===== config.mk =====
export PLATFORM = sky130hd
export DESIGN_NAME = lsw_port
export DESIGN_NICKNAME = d
export VERILOG_FILES = /design/src/shared/lsw_pkg.sv /design/src/rtl/lsw_port.sv /design/src/rtl/lsw_belt.sv
export SDC_FILE = /design/constraint.sdc
export NUM_CORES = 1
export LEC_CHECK = 0
export BUFFER_PORTS_ARGS = -buffer_cell sky130_fd_sc_hd__buf_4
export CAP_MARGIN = 5
export CORE_ASPECT_RATIO = 1.75
export CORE_UTILIZATION = 50
export DETAILED_ROUTE_END_ITERATION = 10
export GPL_ROUTABILITY_DRIVEN = 0
export PLACE_DENSITY = 0.88
export SYNTH_ARGS = -nofsm -noshare
export SYNTH_HDL_FRONTEND = slang
export SYNTH_SLANG_ARGS = --single-unit

===== constraint.sdc =====
create_clock -name clk_sys -period 1.9 [get_ports clk_sys]
set_input_delay 0.38 -clock clk_sys [delete_from_list [all_inputs] [get_ports clk_sys]]
set_output_delay 0.38 -clock clk_sys [all_outputs]
set_load 0.01 [all_outputs]

===== src/shared/lsw_pkg.sv =====
// Shared constants and types for the link suspend and wake sequencer
package lsw_pkg;

    localparam int CLK_PERIOD_NS = 50;
    // LFPS handshake hold time before the link counts as U0 (least time, rounds up)
    localparam int LFPS_HS_NS = 1000;
    localparam int LFPS_HS_CYC = (LFPS_HS_NS + CLK_PERIOD_NS - 1) / CLK_PERIOD_NS;
    // Longest ERDY hold behind one maximum-size packet (rounds down)
    localparam int ERDY_HOLD_NS = 2100;
    localparam int ERDY_HOLD_CYC = ERDY_HOLD_NS / CLK_PERIOD_NS;
    // Longest per-hub forwarding delay (rounds down)
    localparam int HUB_FWD_NS = 250;
    localparam int HUB_FWD_CYC = HUB_FWD_NS / CLK_PERIOD_NS;

    localparam int CNT_W = 8;
    localparam int NEP = 4;
    localparam int TOL_W = 16;

    localparam logic [CNT_W-1:0] CNT_ZERO = 8'h00;
    localparam logic [CNT_W-1:0] LFPS_HS_LD = CNT_W'(LFPS_HS_CYC - 1);
    localparam logic [CNT_W-1:0] ERDY_HOLD_LD = CNT_W'(ERDY_HOLD_CYC - 1);
    localparam logic [CNT_W-1:0] HUB_FWD_LD = CNT_W'(HUB_FWD_CYC - 1);
    localparam logic [TOL_W-1:0] TOL_ZERO = 16'h0000;
    localparam logic [TOL_W-1:0] TOL_MAX = 16'hFFFF;

    typedef enum logic [1:0] {
        LC_NONE = 2'h0,
        LC_GO_U3 = 2'h1,
        LC_ACCEPT = 2'h2,
        LC_PM_ACK = 2'h3
    } lsw_lcmd_code_t;

    typedef struct packed {
        logic valid;
        lsw_lcmd_code_t code;
    } lsw_lcmd_t;

    typedef enum logic [2:0] {
        ST_U0 = 3'h0,
        ST_WAIT_ACC = 3'h1,
        ST_ENTER_U3 = 3'h2,
        ST_U3 = 3'h3,
        ST_UP_WAIT = 3'h4,
        ST_LFPS_WAIT = 3'h5,
        ST_HSHAKE = 3'h6
    } lsw_state_t;

    typedef enum logic [1:0] {
        WK_HOST = 2'h0,
        WK_REMOTE = 2'h1,
        WK_LOCAL = 2'h2
    } lsw_wake_t;

    typedef struct packed {
        logic u1_en;
        logic u2_en;
        logic [TOL_W-1:0] u1_sel;
        logic [TOL_W-1:0] u2_sel;
        logic [TOL_W-1:0] idle_bonus;
    } lsw_belt_cfg_t;

endpackage


===== src/rtl/lsw_port.sv =====
// Downstream port link suspend, wake and latency tolerance sequencer
`timescale 1ns/1ns
// Contract
// - On a U3 request the port sends the go-to-U3 link command.
// - After the partner's acceptance the port sends the power-management ack.
// - After the ack exchange both ends idle transmitters and enter U3.
// - A suspended function waking remotely sends LFPS to its partner.
// - A hub in U3 passes wake LFPS upstream; a non-U3 hub controls.
// - The controlling hub reflects LFPS out of the port that received it.
// - Hubs forward wake down the receiving port; each link reaches U0.
// - When links are in U0 the waking function sends a wake notification.
// - Report one tolerance, following the smallest configured endpoint.
// - The reported tolerance may change at run time, e.g. idle periods.
// - With U2 allowed, tolerance is intrinsic minus U2 exit latency.
// - With only U1 allowed, tolerance is intrinsic minus U1 exit latency.
// - A hub holds ERDY up to one max packet, else about 250 ns.
// - Link-change flag sets on host wake completion, never on remote wake.
module lsw_port
    import lsw_pkg::*;
(
    input wire logic clk_sys, // System clock, 20 MHz
    input wire logic arst_n, // Asynchronous reset, active low
    input wire logic link_u3_req, // Request U0 to U3, pulse
    input wire logic link_wake_req, // Request host wake U3 to U0, pulse
    input wire logic func_wake_req, // Local function remote wake, pulse
    input wire logic up_port_in_u3, // Upstream port of this hub is in U3
    input wire lsw_lcmd_t lcmd_rx, // Link command from partner
    input wire logic lfps_rx_pin, // Wake LFPS detected from partner, async
    input wire logic up_lfps_rx_pin, // Wake LFPS reflected from upstream, async
    input wire logic link_chg_clr, // Clear link-change flag, pulse
    input wire logic erdy_in, // ERDY arriving from below, pulse
    input wire logic xfer_busy, // Upstream transfer in progress
    input wire lsw_belt_cfg_t belt_cfg, // Exit latencies and link enables
    input wire logic [NEP-1:0][TOL_W-1:0] ep_tol, // Endpoint tolerances, ns
    input wire logic [NEP-1:0] ep_cfg, // Endpoint configured mask
    output lsw_lcmd_t lcmd_tx, // Link command to partner
    output logic tx_eidle, // Transmitter in electrical idle
    output logic link_in_u3, // Link is in U3
    output logic lfps_tx, // Drive wake LFPS toward partner
    output logic up_lfps_tx, // Drive wake LFPS upstream
    output logic link_chg, // Host wake completed flag
    output logic wake_notify, // Send function wake notification, pulse
    output logic erdy_out, // Forwarded ERDY, pulse
    output logic [TOL_W-1:0] belt_val, // Reported tolerance
    output logic belt_upd // Reported tolerance changed, pulse
);

    typedef struct packed {
        lsw_state_t st;
        lsw_wake_t kind;
        logic [CNT_W-1:0] cnt;
        lsw_lcmd_t lcmd;
        logic eidle;
        logic in_u3;
        logic lfps;
        logic up_lfps;
        logic chg;
        logic notify;
        logic [1:0] lfps_sync;
        logic [1:0] up_sync;
        logic lfps_prev;
        logic erdy_pend;
        logic [CNT_W-1:0] ecnt;
        logic erdy;
        logic [TOL_W-1:0] belt;
        logic belt_upd;
    } lsw_port_st_t;

    lsw_port_st_t r_reg;
    lsw_port_st_t r_next;
    logic [TOL_W-1:0] belt_calc;
    logic [TOL_W-1:0] base_tol;
    logic lfps_s;
    logic up_lfps_s;
    logic lfps_rise;
    logic acc_rx;

    lsw_belt u_belt (
        .ep_tol(ep_tol),
        .ep_cfg(ep_cfg),
        .cfg(belt_cfg),
        .base_tol(base_tol),
        .belt(belt_calc)
    );

    assign lfps_s = r_reg.lfps_sync[1];
    assign up_lfps_s = r_reg.up_sync[1];
    assign lfps_rise = lfps_s && !r_reg.lfps_prev;
    // The partner never refuses, so acceptance is the only answer awaited
    assign acc_rx = lcmd_rx.valid && (lcmd_rx.code == LC_ACCEPT);

    ////////////////////////////////////////////////////////////////////////////////
    always_comb
    begin
        r_next = r_reg;
        r_next.lfps_sync = {r_reg.lfps_sync[0], lfps_rx_pin};
        r_next.up_sync = {r_reg.up_sync[0], up_lfps_rx_pin};
        r_next.lfps_prev = lfps_s;
        r_next.lcmd = '{valid: 1'b0, code: LC_NONE};
        r_next.notify = 1'b0;
        r_next.erdy = 1'b0;
        r_next.chg = r_reg.chg && !link_chg_clr;

        unique case (r_reg.st)
            ST_U0:
            begin
                if (link_u3_req)
                begin
                    r_next.lcmd = '{valid: 1'b1, code: LC_GO_U3};
                    r_next.st = ST_WAIT_ACC;
                end
            end
            ST_WAIT_ACC:
            begin
                if (acc_rx)
                begin
                    r_next.lcmd = '{valid: 1'b1, code: LC_PM_ACK};
                    r_next.st = ST_ENTER_U3;
                end
            end
            ST_ENTER_U3:
            begin
                r_next.eidle = 1'b1;
                r_next.in_u3 = 1'b1;
                r_next.st = ST_U3;
            end
            ST_U3:
            begin
                // Host wake has priority; a crossing remote wake joins its handshake
                if (link_wake_req)
                begin
                    r_next.lfps = 1'b1;
                    r_next.kind = WK_HOST;
                    r_next.st = ST_LFPS_WAIT;
                end
                else if (lfps_rise)
                begin
                    r_next.kind = WK_REMOTE;
                    if (up_port_in_u3)
                    begin
                        r_next.up_lfps = 1'b1;
                        r_next.st = ST_UP_WAIT;
                    end
                    else
                    begin
                        r_next.lfps = 1'b1;
                        r_next.cnt = LFPS_HS_LD;
                        r_next.st = ST_HSHAKE;
                    end
                end
                else if (func_wake_req)
                begin
                    r_next.lfps = 1'b1;
                    r_next.kind = WK_LOCAL;
                    r_next.st = ST_LFPS_WAIT;
                end
            end
            ST_UP_WAIT:
            begin
                if (up_lfps_s)
                begin
                    r_next.up_lfps = 1'b0;
                    r_next.lfps = 1'b1;
                    r_next.cnt = LFPS_HS_LD;
                    r_next.st = ST_HSHAKE;
                end
            end
            ST_LFPS_WAIT:
            begin
                if (lfps_s)
                begin
                    r_next.cnt = LFPS_HS_LD;
                    r_next.st = ST_HSHAKE;
                end
            end
            ST_HSHAKE:
            begin
                if (r_reg.cnt == CNT_ZERO)
                begin
                    r_next.lfps = 1'b0;
                    r_next.eidle = 1'b0;
                    r_next.in_u3 = 1'b0;
                    r_next.st = ST_U0;
                    if (r_reg.kind == WK_HOST)
                    begin
                        r_next.chg = 1'b1;
                    end
                    if (r_reg.kind == WK_LOCAL)
                    begin
                        r_next.notify = 1'b1;
                    end
                end
                else
                begin
                    r_next.cnt = r_reg.cnt - 8'h01;
                end
            end
            default:
            begin
                r_next.st = ST_U0;
            end
        endcase

        // A second ERDY while one is held is dropped
        if (r_reg.erdy_pend)
        begin
            if (r_reg.ecnt == CNT_ZERO)
            begin
                r_next.erdy = 1'b1;
                r_next.erdy_pend = 1'b0;
            end
            else if (!xfer_busy && (r_reg.ecnt > HUB_FWD_LD))
            begin
                r_next.ecnt = HUB_FWD_LD;
            end
            else
            begin
                r_next.ecnt = r_reg.ecnt - 8'h01;
            end
        end
        else if (erdy_in)
        begin
            r_next.erdy_pend = 1'b1;
            r_next.ecnt = xfer_busy ? ERDY_HOLD_LD : HUB_FWD_LD;
        end

        r_next.belt = belt_calc;
        r_next.belt_upd = (belt_calc != r_reg.belt);
    end

    always_ff @(posedge clk_sys or negedge arst_n)
    begin
        if (!arst_n)
        begin
            r_reg <= '0;
        end
        else
        begin
            r_reg <= r_next;
        end
    end

    assign lcmd_tx = r_reg.lcmd;
    assign tx_eidle = r_reg.eidle;
    assign link_in_u3 = r_reg.in_u3;
    assign lfps_tx = r_reg.lfps;
    assign up_lfps_tx = r_reg.up_lfps;
    assign link_chg = r_reg.chg;
    assign wake_notify = r_reg.notify;
    assign erdy_out = r_reg.erdy;
    assign belt_val = r_reg.belt;
    assign belt_upd = r_reg.belt_upd;
endmodule


===== src/rtl/lsw_belt.sv =====
// Best-effort latency tolerance calculation from endpoint tolerances
`timescale 1ns/1ns
module lsw_belt
    import lsw_pkg::*;
(
    input wire logic [NEP-1:0][TOL_W-1:0] ep_tol, // Per-endpoint tolerance, ns
    input wire logic [NEP-1:0] ep_cfg, // Endpoint configured
    input wire lsw_belt_cfg_t cfg, // Exit latencies and enables
    output logic [TOL_W-1:0] base_tol, // Intrinsic tolerance incl. idle bonus
    output logic [TOL_W-1:0] belt // Reported tolerance
);

    logic [NEP:0][TOL_W-1:0] min_chain;
    logic [TOL_W:0] sum;
    logic [TOL_W-1:0] sel;

    assign min_chain[0] = TOL_MAX;

    // Unconfigured endpoints drop out of the minimum
    genvar i;
    generate
        for (i = 0; i < NEP; i++)
        begin : g_min
            assign min_chain[i+1] = (ep_cfg[i] && (ep_tol[i] < min_chain[i])) ?
                ep_tol[i] : min_chain[i];
        end
    endgenerate

    always_comb
    begin
        sum = {1'b0, min_chain[NEP]} + {1'b0, cfg.idle_bonus};
        base_tol = sum[TOL_W] ? TOL_MAX : sum[TOL_W-1:0];
        if (cfg.u2_en)
        begin
            sel = cfg.u2_sel;
        end
        else if (cfg.u1_en)
        begin
            sel = cfg.u1_sel;
        end
        else
        begin
            sel = TOL_ZERO;
        end
        // Saturate at zero: a negative tolerance means service must be immediate
        belt = (base_tol > sel) ? (base_tol - sel) : TOL_ZERO;
    end

endmodule


==> impl_metrics.json, run 1 <==
{
  "start_util": 0.509,
  "synthDistinctLibCells": 78,
  "cts_root_buffer": "clkbuf_16",
  "number_of_global_route_vias_before_repair": 9700,
  "detailedPlacementHpwl_um": 18400,
  "grt-ovfl-total": 2,
  "tool.error": "[ERROR GRT-0116] Global routing finished with congestion. Check the congestion regions in the DRC Viewer.",
  "die_w_um": 87.0,
  "cts.hold.buffers_added": 0,
  "post_synthesis_register_bit_count": 52,
  "synthesis.area_um2": 6330,
  "die-height_um": 151,
  "htree_num_levels": 2,
  "grt_usage": 0.497,
  "outcome": "aborted with a tool error",
  "synthCells": 781,
  "i_o_pins": 159,
  "synth-edff-count": 0,
  "synthesis.yosys.warnings": 0,
  "synthesis.area_per_instance_um2": 8.10,
  "pin_count_of_the_biggest_net_entering_global_routing": 53,
  "grt_first_pass_wirelength_um": 48900,
  "synth-main-ff-cell": "dfrtp_1",
  "cts_buffers": 5,
  "stop_stage": "5_1_grt",
  "synthArstFlopShare": 1.00,
  "clock_sinks": 52,
  "yosysSeqAreaShare": 0.206,
  "dp_cells": 1263,
  "quantity_of_i_o_buffers_inserted_on_ports": 158,
  "cts_buffer_depth": 2,
  "synthesis.nets": 993,
  "floorplan.rows": 54
}
## synthesized netlist by cell type (21+ instances only)
cell	count	area (um^2)
nor2_1	79	297
ha_1	78	976
a21oi_1	72	360
inv_1	53	199
dfrtp_1	52	1300
nand2_1	45	169
mux2i_1	33	330
o21ai_0	33	165
nand2b_1	21	131
nor2b_1	21	131
## through the flow
step	area [um^2]	TNS [ps]	setup WS, ps
after global placement	9170	-141420	-8970
after floorplan	6550	-136320	-8720
after CTS	10000	-137870	-8640
after detailed placement	9170	-150160	-9510
## cells by family after synthesis
group,Yosys count,synth area share
flip-flops,52,0.206
multiplexers,39,0.0641
XOR/XNOR,34,0.0494
AND/OR/NAND/NOR,261,0.212
buffers and inverters,94,0.0720
adder cells (fa/ha/maj),80,0.161
AO/OA/AOI/OAI,221,0.236
## layer usage
metal | overflow | global-route usage
met1 | 0 | 0.427
met5 | 0 | 0.0496
met2 | 0 | 0.789
met3 | 0 | 0.229
met4 | 2 | 0.552
## timing repair
action                     4_1_cts
pin swaps                       53
resized for setup               78
hold endpoints to repair         0
setup endpoints to repair       25
setup buffers                   48
cloned                           1
==> inputs of run 2 (changes only) <==
--- a/config.mk
+++ b/config.mk
@@ -7,11 +7,10 @@
 export LEC_CHECK = 0
 export BUFFER_PORTS_ARGS = -buffer_cell sky130_fd_sc_hd__buf_4
 export CAP_MARGIN = 5
-export CORE_ASPECT_RATIO = 1.75
-export CORE_UTILIZATION = 50
+export CORE_UTILIZATION = 35
 export DETAILED_ROUTE_END_ITERATION = 10
 export GPL_ROUTABILITY_DRIVEN = 0
-export PLACE_DENSITY = 0.88
+export PLACE_DENSITY_LB_ADDON = 0.15
 export SYNTH_ARGS = -nofsm -noshare
 export SYNTH_HDL_FRONTEND = slang
 export SYNTH_SLANG_ARGS = --single-unit
==> constraint.sdc (replaced) <==
create_clock -name clk_sys -period 2.47 [get_ports clk_sys]
set_input_delay 0.494 -clock clk_sys [delete_from_list [all_inputs] [get_ports clk_sys]]
set_output_delay 0.494 -clock clk_sys [all_outputs]
set_load 0.01 [all_outputs]
==> run 2 against run 1 <==
The flow now finishes, with violations (setup timing). Synthesized area stayed put. Synthesized cell count is the same.
==> impl_metrics.json, run 2 <==
{
  "clk-insertion-delay-late_ps": 300,
  "top_cell_types_by_occurrence_after_synthesis": "79 x nor2_1, 78 x ha_1, 72 x a21oi_1",
  "nNetsFinal": 1372,
  "synthesis.area_um2": 6330,
  "vdd_ir_drop_max_mv": 0.565,
  "detailedPlacementHpwl_um": 16200,
  "regToRegStartpoint": "r_reg[44]",
  "fraction_of_final_layout_cells_sized_beyond_drive_strength_1": 0.477,
  "clock_sinks": 52,
  "cp_data_arrival_time_ps": 10870,
  "layout_setup_ws_ps": -8220,
  "fillerInstances": 1543,
  "outcome": "finished with violations",
  "coreArea_um2": 17500,
  "grt_usage": 0.212,
  "design.die.area_um2": 18600,
  "yosysMostFrequentCell": "nor2_1",
  "worst-slew-pin-transition_ps": 658,
  "synthArstFlopShare": 1.00,
  "ff2ff_path_depth": 10,
  "cts_buffer_depth": 2,
  "cts_tree": "done",
  "synthesis.yosys.warnings": 0,
  "cts_root_buffer": "clkbuf_16",
  "timing.final.hold_violations": 0,
  "grt-ovfl-total": 0,
  "slew_violations": 0,
  "worstSetupPathType": "in -> reg",
  "antenna_left": 0,
  "worstSetupStartpoint": "ep_tol[8]",
  "synth-main-ff-cell": "dfrtp_1",
  "finalInstanceArea_um2": 10500,
  "cpLargestDelayFamily": "compound AO/OA/AOI/OAI gates",
  "avgViaCountPerCell": 4.99,
  "slew_headroom": 0.562,
  "finalSetupViolCount": 17,
  "synthDominantAreaCellType": "dfrtp_1",
  "postPlaceCellArea_um2": 9260,
  "cellPowerDensity_nw_per_um2": 836,
  "total_leakage_power_nw": 5.14,
  "die-height_um": 136,
  "worst-endpoint-required_ps": 2650,
  "area_growth_syn_to_layout_pct": 66.2,
  "synthesis.nets": 993,
  "pin_count_of_the_biggest_net_entering_global_routing": 53,
  "critical_path.slowest_cell": "or4_4",
  "largest_reg_flops": 24,
  "wl_um": 20200,
  "netlist_top_cells_area": "dfrtp_1 21%, ha_1 15%, a21oi_1 5.7%, mux2i_1 5.2%, nor2_1 4.7%",
  "quantity_of_i_o_buffers_inserted_on_ports": 158,
  "post-route-min-period_ps": 10690,
  "worstPathBufferInverterCount": 10,
  "timing.clock.skew_ps": 8.08,
  "die_w_um": 136,
  "start_util": 0.362,
  "route.detailed.wl_per_inst_um": 14.5,
  "synth-edff-count": 0,
  "synthesis.area_per_instance_um2": 8.10,
  "synthCells": 781,
  "min_period_over_period": 4.33,
  "floorplan.rows": 48,
  "worst_setup_slack_for_register_to_register_paths_ps": 280,
  "layoutNonFillerInstCount": 1389,
  "maximum_clock_frequency_mhz": 93.5,
  "min-delay-path-class": "in -> async",
  "violations": "setup timing",
  "top_cell_type_s_share_of_synthesized_area": 0.206,
  "mostFrequentLayoutCell": "buf_4",
  "critical_path_cell_count": 59,
  "cts.hold.buffers_added": 0,
  "critical_path.reg2reg.endpoint": "r_reg[46]",
  "initialDrtViolationCount": 287,
  "grt_antenna_before_repair": 3,
  "cts_buffers": 5,
  "dp_cells": 1325,
  "route.detailed.drc": 0,
  "synthDistinctLibCells": 78,
  "clk_pin_slew_worst_paths_ps": 70,
  "yosysSeqAreaShare": 0.206,
  "grt_first_pass_wirelength_um": 31500,
  "final_cell_mix": "379 x buf_4, 66 x nor2_1, 63 x ha_1",
  "dr_total_vias": 6926,
  "worst-path-max-fanout": 8,
  "first_pass_detailed_route_iteration_total": 4,
  "cap_viol_max_count": 0,
  "number_of_global_route_vias_before_repair": 6789,
  "i_o_pins": 159,
  "cp-end-kind": "flip-flop",
  "post_synthesis_register_bit_count": 52,
  "htree_num_levels": 2,
  "dp_slack_ps": -8750,
  "critPathLaunchType": "input port",
  "critical_path.endpoint": "belt_upd",
  "worst_path_largest_cell_delay_ps": 450,
  "layout.core_utilization": 0.602,
  "rsz0062_at_grt": "yes"
}
==> run 2: cell counts after synthesis <==
Identical to the previous run, type by type.
==> run 2: worst min-delay path by stage <==
stage,end,slack (ps),depth (start not counted)
after CTS,r_reg[51],260,1
after global placement,lfps_s,340,0
after floorplan,belt_upd,200,0
after global routing,r_reg[29],280,1
final,r_reg[51],230,1
after detailed placement,r_reg[29],340,0
==> run 2: logic make-up after synthesis <==
group                      synth area share
muxes                                0.0641
and+or+nand+nor                       0.212
DFF                                   0.206
buffers and inverters                0.0720
adders and majority gates             0.161
AOI/OAI and AO/OA                     0.236
xor gates and xnor gates             0.0494
==> run 2: layout make-up <==
cell class / count / area (um^2) / area share
sequential: 52 / 1300 / 0.124
inverter: 53 / 199 / 0.0189
antenna: 3 / 7.51 / 0.000714
clock inverter: 3 / 25.0 / 0.00238
multi-input combinational: 635 / 5300 / 0.503
clock buffer: 5 / 125 / 0.0119
timing repair buffer: 413 / 3290 / 0.312
tap: 225 / 282 / 0.0268
==> run 2: per-layer routing <==
| metal | GRT usage | up-vias | wire, um |
|---|---|---|---|
| met5 | 0 | - | 0 |
| met4 | 0.0778 | 0 | 458 |
| met3 | 0.0116 | 24 | 493 |
| met2 | 0.357 | 123 | 9730 |
| met1 | 0.285 | 3196 | 9480 |
| li1 | - | 3583 | - |
==> run 2: metrics by stage <==
stage / power (mW) / setup TNS, ps / hold slack, ps
2_1_floorplan: 4.99 / -128570 / 198
3_3_place_gp: 6.87 / -132790 / 338
3_5_place_dp: 6.92 / -137540 / 338
4_1_cts: 7.96 / -128680 / 258
5_1_grt: 9.52 / -137590 / 278
6_report: 8.79 / -130020 / 230
==> run 2: where the power goes <==
group	switching (mW)	total, mW	internal [mW]
logic	3.07	6.61	3.54
registers	0.330	1.47	1.14
clock network	0.326	0.709	0.383
total	3.72	8.79	5.07
==> run 2: repair_timing <==
item	4_1_cts	5_1_grt
buffers inserted	14	40
pin swaps	18	78
setup endpoints to repair	17	22
gates resized for setup	37	108
gates cloned	1	1
endpoints found under the hold margin	0	0
==> run 2: worst reg2reg max path, stage by stage, from the launching register on <==
cell and delay (ps):
dfrtp_1 440, or4_4 570, nor3_1 180, buf_4 150, o21ai_0 70, nand2_1 120, a22oi_2 100, nand2_1 170
nor3_1 80, xnor2_1 140, nor2_1 50
No activity file was read; power rests on OpenSTA's default activity.
==> inputs of run 3 (changes only) <==
--- a/config.mk
+++ b/config.mk
@@ -5,6 +5,7 @@
 export SDC_FILE = /design/constraint.sdc
 export NUM_CORES = 1
 export LEC_CHECK = 0
+export ABC_AREA = 1
 export BUFFER_PORTS_ARGS = -buffer_cell sky130_fd_sc_hd__buf_4
 export CAP_MARGIN = 5
 export CORE_UTILIZATION = 35
==> constraint.sdc (replaced) <==
create_clock -name clk_sys -period 13.8 [get_ports clk_sys]
set_input_delay 2.76 -clock clk_sys [delete_from_list [all_inputs] [get_ports clk_sys]]
set_output_delay 2.76 -clock clk_sys [all_outputs]
set_load 0.01 [all_outputs]
==> run 3 against run 2 <==
The run now ends clean. Clock power is 83% lower. Synthesized cell count is 10% higher. Sequential power is 83% lower.
==> impl_metrics.json, run 3 <==
{
  "largest_reg_flops": 24,
  "worstSetupStartpoint": "ep_tol[11]",
  "worstSetupPathType": "in -> reg",
  "post-layout-total-power_mw": 1.11,
  "post_synthesis_register_bit_count": 52,
  "hold_slack_ps": 358,
  "met3_usage": 0.0236,
  "cts_buffer_depth": 2,
  "netlist_top_cells_area": "dfrtp_1 22%, ha_1 17%, nand2_1 13%, inv_1 7.8%, nor2_1 5.7%",
  "critical_path.slowest_cell": "fa_1",
  "finalInstanceArea_um2": 7580,
  "grt_antenna_before_repair": 0,
  "i_o_pins": 159,
  "globalRoute.busiestLayer": "met2",
  "worstHoldStart": "r_next[29]",
  "min-delay-path-class": "reg -> reg",
  "maximum_clock_frequency_mhz": 77.3,
  "synthesis.area_per_instance_um2": 6.74,
  "final_cell_mix": "201 x nand2_1, 179 x buf_4, 120 x inv_1",
  "clock_sinks": 52,
  "first_pass_detailed_route_iteration_total": 4,
  "cts_buffers": 5,
  "htree_num_levels": 2,
  "start_util": 0.361,
  "yosysSeqAreaShare": 0.224,
  "comb_power_share": 0.665,
  "synth-edff-count": 0,
  "synthesis.area_um2": 5800,
  "regToRegStartpoint": "r_reg[51]",
  "number_of_global_route_vias_before_repair": 5454,
  "worst-slew-pin-transition_ps": 723,
  "wl_um": 15800,
  "pin_count_of_the_biggest_net_entering_global_routing": 53,
  "layoutNonFillerInstCount": 1236,
  "cpLargestDelayFamily": "simple AND/OR/NAND/NOR gates",
  "route.detailed.wl_per_inst_um": 12.7,
  "detailedPlacementHpwl_um": 13200,
  "mostFrequentLayoutCell": "nand2_1",
  "slew_violations": 0,
  "synthesis.nets": 1073,
  "cts_root_buffer": "clkbuf_16",
  "grt_util_met1": 0.252,
  "top_cell_type_s_share_of_synthesized_area": 0.224,
  "worst_path_most_repeated_cell": "nand2_1",
  "worst-path-max-fanout": 25,
  "area_growth_syn_to_layout_pct": 30.6,
  "top_cell_types_by_occurrence_after_synthesis": "204 x nand2_1, 121 x inv_1, 88 x nor2_1",
  "critical_path_cell_count": 90,
  "power.switching_fraction": 0.468,
  "post-route-min-period_ps": 12930,
  "grt-ovfl-total": 0,
  "share_clk_of_total_power": 0.112,
  "die_w_um": 131,
  "antennaDiodeCount": 0,
  "clk-insertion-delay-late_ps": 290,
  "initialDrtViolationCount": 246,
  "groute.layer.met2.usage": 0.316,
  "postPlaceCellArea_um2": 7110,
  "slew_headroom": 0.514,
  "yosysMostFrequentCell": "nand2_1",
  "vdd_ir_drop_max_mv": 0.0652,
  "timing.final.hold_violations": 0,
  "avgViaCountPerCell": 4.76,
  "grt_usage": 0.185,
  "dp_cells": 1210,
  "timing.clock.skew_ps": 11.4,
  "min_period_over_period": 0.937,
  "floorplan.rows": 46,
  "nNetsFinal": 1231,
  "clk_pin_slew_worst_paths_ps": 70,
  "synthDominantAreaCellType": "dfrtp_1",
  "critPathLaunchType": "input port",
  "final.setup.tns_ps": 0,
  "total_leakage_power_nw": 4.03,
  "cp-end-kind": "flip-flop",
  "route.detailed.drc": 0,
  "outcome": "completed",
  "synth-main-ff-cell": "dfrtp_1",
  "synthDistinctLibCells": 44,
  "fraction_of_power_consumed_by_sequential_logic": 0.223,
  "cap_viol_max_count": 0,
  "worst-endpoint-required_ps": 13960,
  "quantity_of_i_o_buffers_inserted_on_ports": 158,
  "synthesis.yosys.warnings": 0,
  "fraction_of_final_layout_cells_sized_beyond_drive_strength_1": 0.247,
  "grt_first_pass_wirelength_um": 25000,
  "worst_path_largest_cell_delay_ps": 380,
  "cts_tree": "done",
  "design.die.area_um2": 17100,
  "cellPowerDensity_nw_per_um2": 146,
  "cp_data_arrival_time_ps": 13090,
  "finalSetupViolCount": 0,
  "net_sw_power_uw": 518,
  "hold_path_depth": 0,
  "cts.hold.buffers_added": 0,
  "worstPathBufferInverterCount": 13,
  "die-height_um": 131,
  "synthArstFlopShare": 1.00,
  "dr_total_vias": 5888,
  "antenna_left": 0,
  "synthCells": 861,
  "coreArea_um2": 16100,
  "p_int_uw": 589,
  "ff2ff_path_depth": 12
}
run 3: changes by cell type in the layout (fill, tap and decap cells not counted), moves of 26 or more:
cell	change
buf_4	-200
nand2_1	+163
inv_1	+70
nand3_1	+35
buf_6	-26
run 3: metrics by stage:
stage,worst slack (ps),util
6_report,866,0.472
5_1_grt,-128,0.472
4_1_cts,58.9,0.453
3_5_place_dp,-540,0.443
3_3_place_gp,-250,0.443
2_1_floorplan,984,-
run 3: power by group through the flow:
| stage | logic (mW) | clock network (mW) | registers [mW] |
|---|---|---|---|
| global placement | 0.701 | 0 | 0.249 |
| floorplan | 0.542 | 0 | 0.240 |
| detailed placement | 0.703 | 0 | 0.249 |
| finish | 0.737 | 0.124 | 0.247 |
| CTS | 0.706 | 0.127 | 0.247 |
| global route | 0.844 | 0.133 | 0.255 |
run 3: layout make-up:
type,instances,area [um^2]
repair inverters,2,15.0
inverters,122,462
well taps,216,270
flip-flops and latches,52,1300
multi-input cells,654,4000
clock inverters,3,22.5
repair buffers,182,1380
clock buffers,5,125
fillers,1707,8480
run 3: final timing paths:
check,slack [ps],endpoint
max in group asynchronous,10870,belt_val[7]
hold reg to reg,360,r_reg[29]
setup reg to reg,10780,r_reg[48]
min in group asynchronous,2490,lcmd_tx[0]
setup / recovery,870,belt_upd
hold / removal,360,r_reg[29]
run 3: cells by family after synthesis:
kind of cell	share of synthesized area
AO/OA/AOI/OAI	0.160
buffers and inverters	0.117
flip-flops	0.224
XOR/XNOR	0.0438
AND/OR/NAND/NOR	0.280
adder cells (fa/ha/maj)	0.175
run 3: worst register-to-register path, delay by kind of cell, from the launching register on:
kind | cells | cell delay [ps]
and+or+nand+nor | 6 | 1500
AOI/OAI and AO/OA | 3 | 670
DFF | 1 | 470
buffers and inverters | 3 | 280
run 3: routing by layer:
| layer | vias up | part of all wire |
|---|---|---|
| li1 | 3146 | - |
| met1 | 2606 | 0.48 |
| met2 | 126 | 0.47 |
| met3 | 10 | 0.040 |
| met4 | 0 | 0.0086 |
| met5 | - | 0 |
run 3: what timing repair did:
action | 4_1_cts | 5_1_grt
endpoints found under the setup margin | 1 | 17
pin swaps | 0 | 14
buffers inserted | 0 | 14
resized for setup | 3 | 65
cloned | 0 | 4
==> inputs of run 4 (changes only) <==
--- a/config.mk
+++ b/config.mk
@@ -6,10 +6,10 @@
 export NUM_CORES = 1
 export LEC_CHECK = 0
 export ABC_AREA = 1
-export BUFFER_PORTS_ARGS = -buffer_cell sky130_fd_sc_hd__buf_4
-export CAP_MARGIN = 5
+export CAP_MARGIN = 20
 export CORE_UTILIZATION = 35
 export DETAILED_ROUTE_END_ITERATION = 10
+export DONT_BUFFER_PORTS = 1
 export GPL_ROUTABILITY_DRIVEN = 0
 export PLACE_DENSITY_LB_ADDON = 0.15
 export SYNTH_ARGS = -nofsm -noshare
==> run 4 against run 3 <==
Utilization down 7.4 points. Total power shrank 3.2%. Worst hold slack lost 6.1 ps. Cell count shrank 13%.
==> impl_metrics.json, run 4 (synthesis gave the netlist of run 3 again) <==
{
  "quantity_of_i_o_buffers_inserted_on_ports": 0,
  "cts_buffers": 5,
  "route.detailed.wl_per_inst_um": 14.0,
  "worst_setup_slack_for_register_to_register_paths_ps": 10790,
  "grt_antenna_before_repair": 1,
  "worst_path_largest_cell_delay_ps": 360,
  "cts_tree": "done",
  "number_of_global_route_vias_before_repair": 4909,
  "timing.clock.skew_ps": 9.10,
  "pin_count_of_the_biggest_net_entering_global_routing": 53,
  "largest_reg_flops": 24,
  "antennaDiodeCount": 0,
  "design.die.area_um2": 17100,
  "cts_root_buffer": "clkbuf_16",
  "mostFrequentLayoutCell": "nand2_1",
  "cp-end-kind": "flip-flop",
  "wl_um": 15000,
  "clk-insertion-delay-late_ps": 290,
  "die-height_um": 131,
  "post-route-min-period_ps": 12710,
  "detailedPlacementHpwl_um": 12700,
  "detailroute.wirelength.met3_um": 1070,
  "worst-slew-pin-transition_ps": 725,
  "worst-path-max-fanout": 17,
  "avgViaCountPerCell": 4.86,
  "worstHoldStart": "r_next[29]",
  "final_cell_mix": "201 x nand2_1, 120 x inv_1, 85 x nor2_1",
  "ff2ff_path_depth": 12,
  "cts_buffer_depth": 2,
  "grt_usage": 0.178,
  "clk_pin_slew_worst_paths_ps": 70,
  "topRoutingLayerUsed": "met5",
  "finalSetupViolCount": 0,
  "outcome": "completed",
  "route.detailed.drc": 0,
  "die_w_um": 131,
  "worst_path_most_repeated_cell": "nand2_1",
  "worstPathBufferInverterCount": 12,
  "m1WireLength_um": 6960,
  "timing.final.hold_violations": 0,
  "hold_path_depth": 0,
  "clock_sinks": 52,
  "final.setup.tns_ps": 0,
  "start_util": 0.361,
  "worst-endpoint-required_ps": 14020,
  "floorplan.rows": 46,
  "post-layout-total-power_mw": 1.07,
  "regToRegStartpoint": "r_reg[51]",
  "slew_headroom": 0.513,
  "nNetsFinal": 1071,
  "critical_path.reg2reg.endpoint": "r_reg[48]",
  "min-delay-path-class": "reg -> reg",
  "critical_path.slowest_cell": "fa_2",
  "antenna_left": 0,
  "i_o_pins": 159,
  "worstSetupPathType": "in -> reg",
  "fraction_of_final_layout_cells_sized_beyond_drive_strength_1": 0.0978,
  "initialDrtViolationCount": 248,
  "grt_first_pass_wirelength_um": 23900,
  "coreArea_um2": 16100,
  "worstSetupStartpoint": "ep_tol[13]",
  "routed-wl-met2_um": 6740,
  "vdd_ir_drop_max_mv": 0.0704,
  "cts.hold.buffers_added": 0,
  "area_growth_syn_to_layout_pct": 10.3,
  "grt-ovfl-total": 0,
  "critical_path_cell_count": 82,
  "cellPowerDensity_nw_per_um2": 167,
  "total_leakage_power_nw": 3.27,
  "cpLargestDelayFamily": "compound AO/OA/AOI/OAI gates",
  "min_period_over_period": 0.921,
  "cap_viol_max_count": 0,
  "cp_data_arrival_time_ps": 12930,
  "critPathLaunchType": "input port",
  "htree_num_levels": 2,
  "slew_violations": 0,
  "first_pass_detailed_route_iteration_total": 4,
  "dr_total_vias": 5229,
  "layout.core_utilization": 0.399,
  "hold-path-endpoint": "r_reg[29]",
  "maximum_clock_frequency_mhz": 78.7
}
-- run 4: timing repair --
item / 4_1_cts / 5_1_grt
pin swaps: 0 / 19
gates resized for setup: 1 / 54
cloned: 0 / 1
endpoints found under the setup margin: 1 / 17
setup buffers: 0 / 18
-- run 4: area by class of cell --
class	instances	area, um^2
well taps	216	270
repair buffers	25	216
multi-input cells	653	3970
flip-flops and latches	52	1300
clock buffers	5	125
clock inverters	2	60.1
fillers	1659	9660
inverters	122	462
-- run 4: through the flow --
step                      std cells  area (um^2)  setup slack, ps  hold slack [ps]
after global routing           1075         6400            -98.4              371
after floorplan                 861         5800              984              331
after detailed placement       1049         5900             -392              348
final                          1075         6400             1090              352
after CTS                      1056         6090             6.58              354
after global placement         1049         5900             -280              333
-- run 4: per-layer routing --
layer,vias to the layer above,track usage
met5,-,0
met4,2,0.0385
met3,14,0.0570
met2,104,0.289
met1,2291,0.231
li1,2818,-
-- run 4: how the worst max path moves through the flow --
stage                to  slack, ps
2_1_floorplan  belt_upd        980
3_3_place_gp   belt_upd       -280
3_5_place_dp   belt_upd       -390
4_1_cts        belt_upd          7
5_1_grt        belt_upd       -100
6_report       belt_upd       1090
-- run 4: where the power goes --
group          leakage (nW)  internal [mW]  switching, mW
registers             0.641          0.207         0.0583
logic                  2.54          0.262          0.386
clock network        0.0899          0.103         0.0549
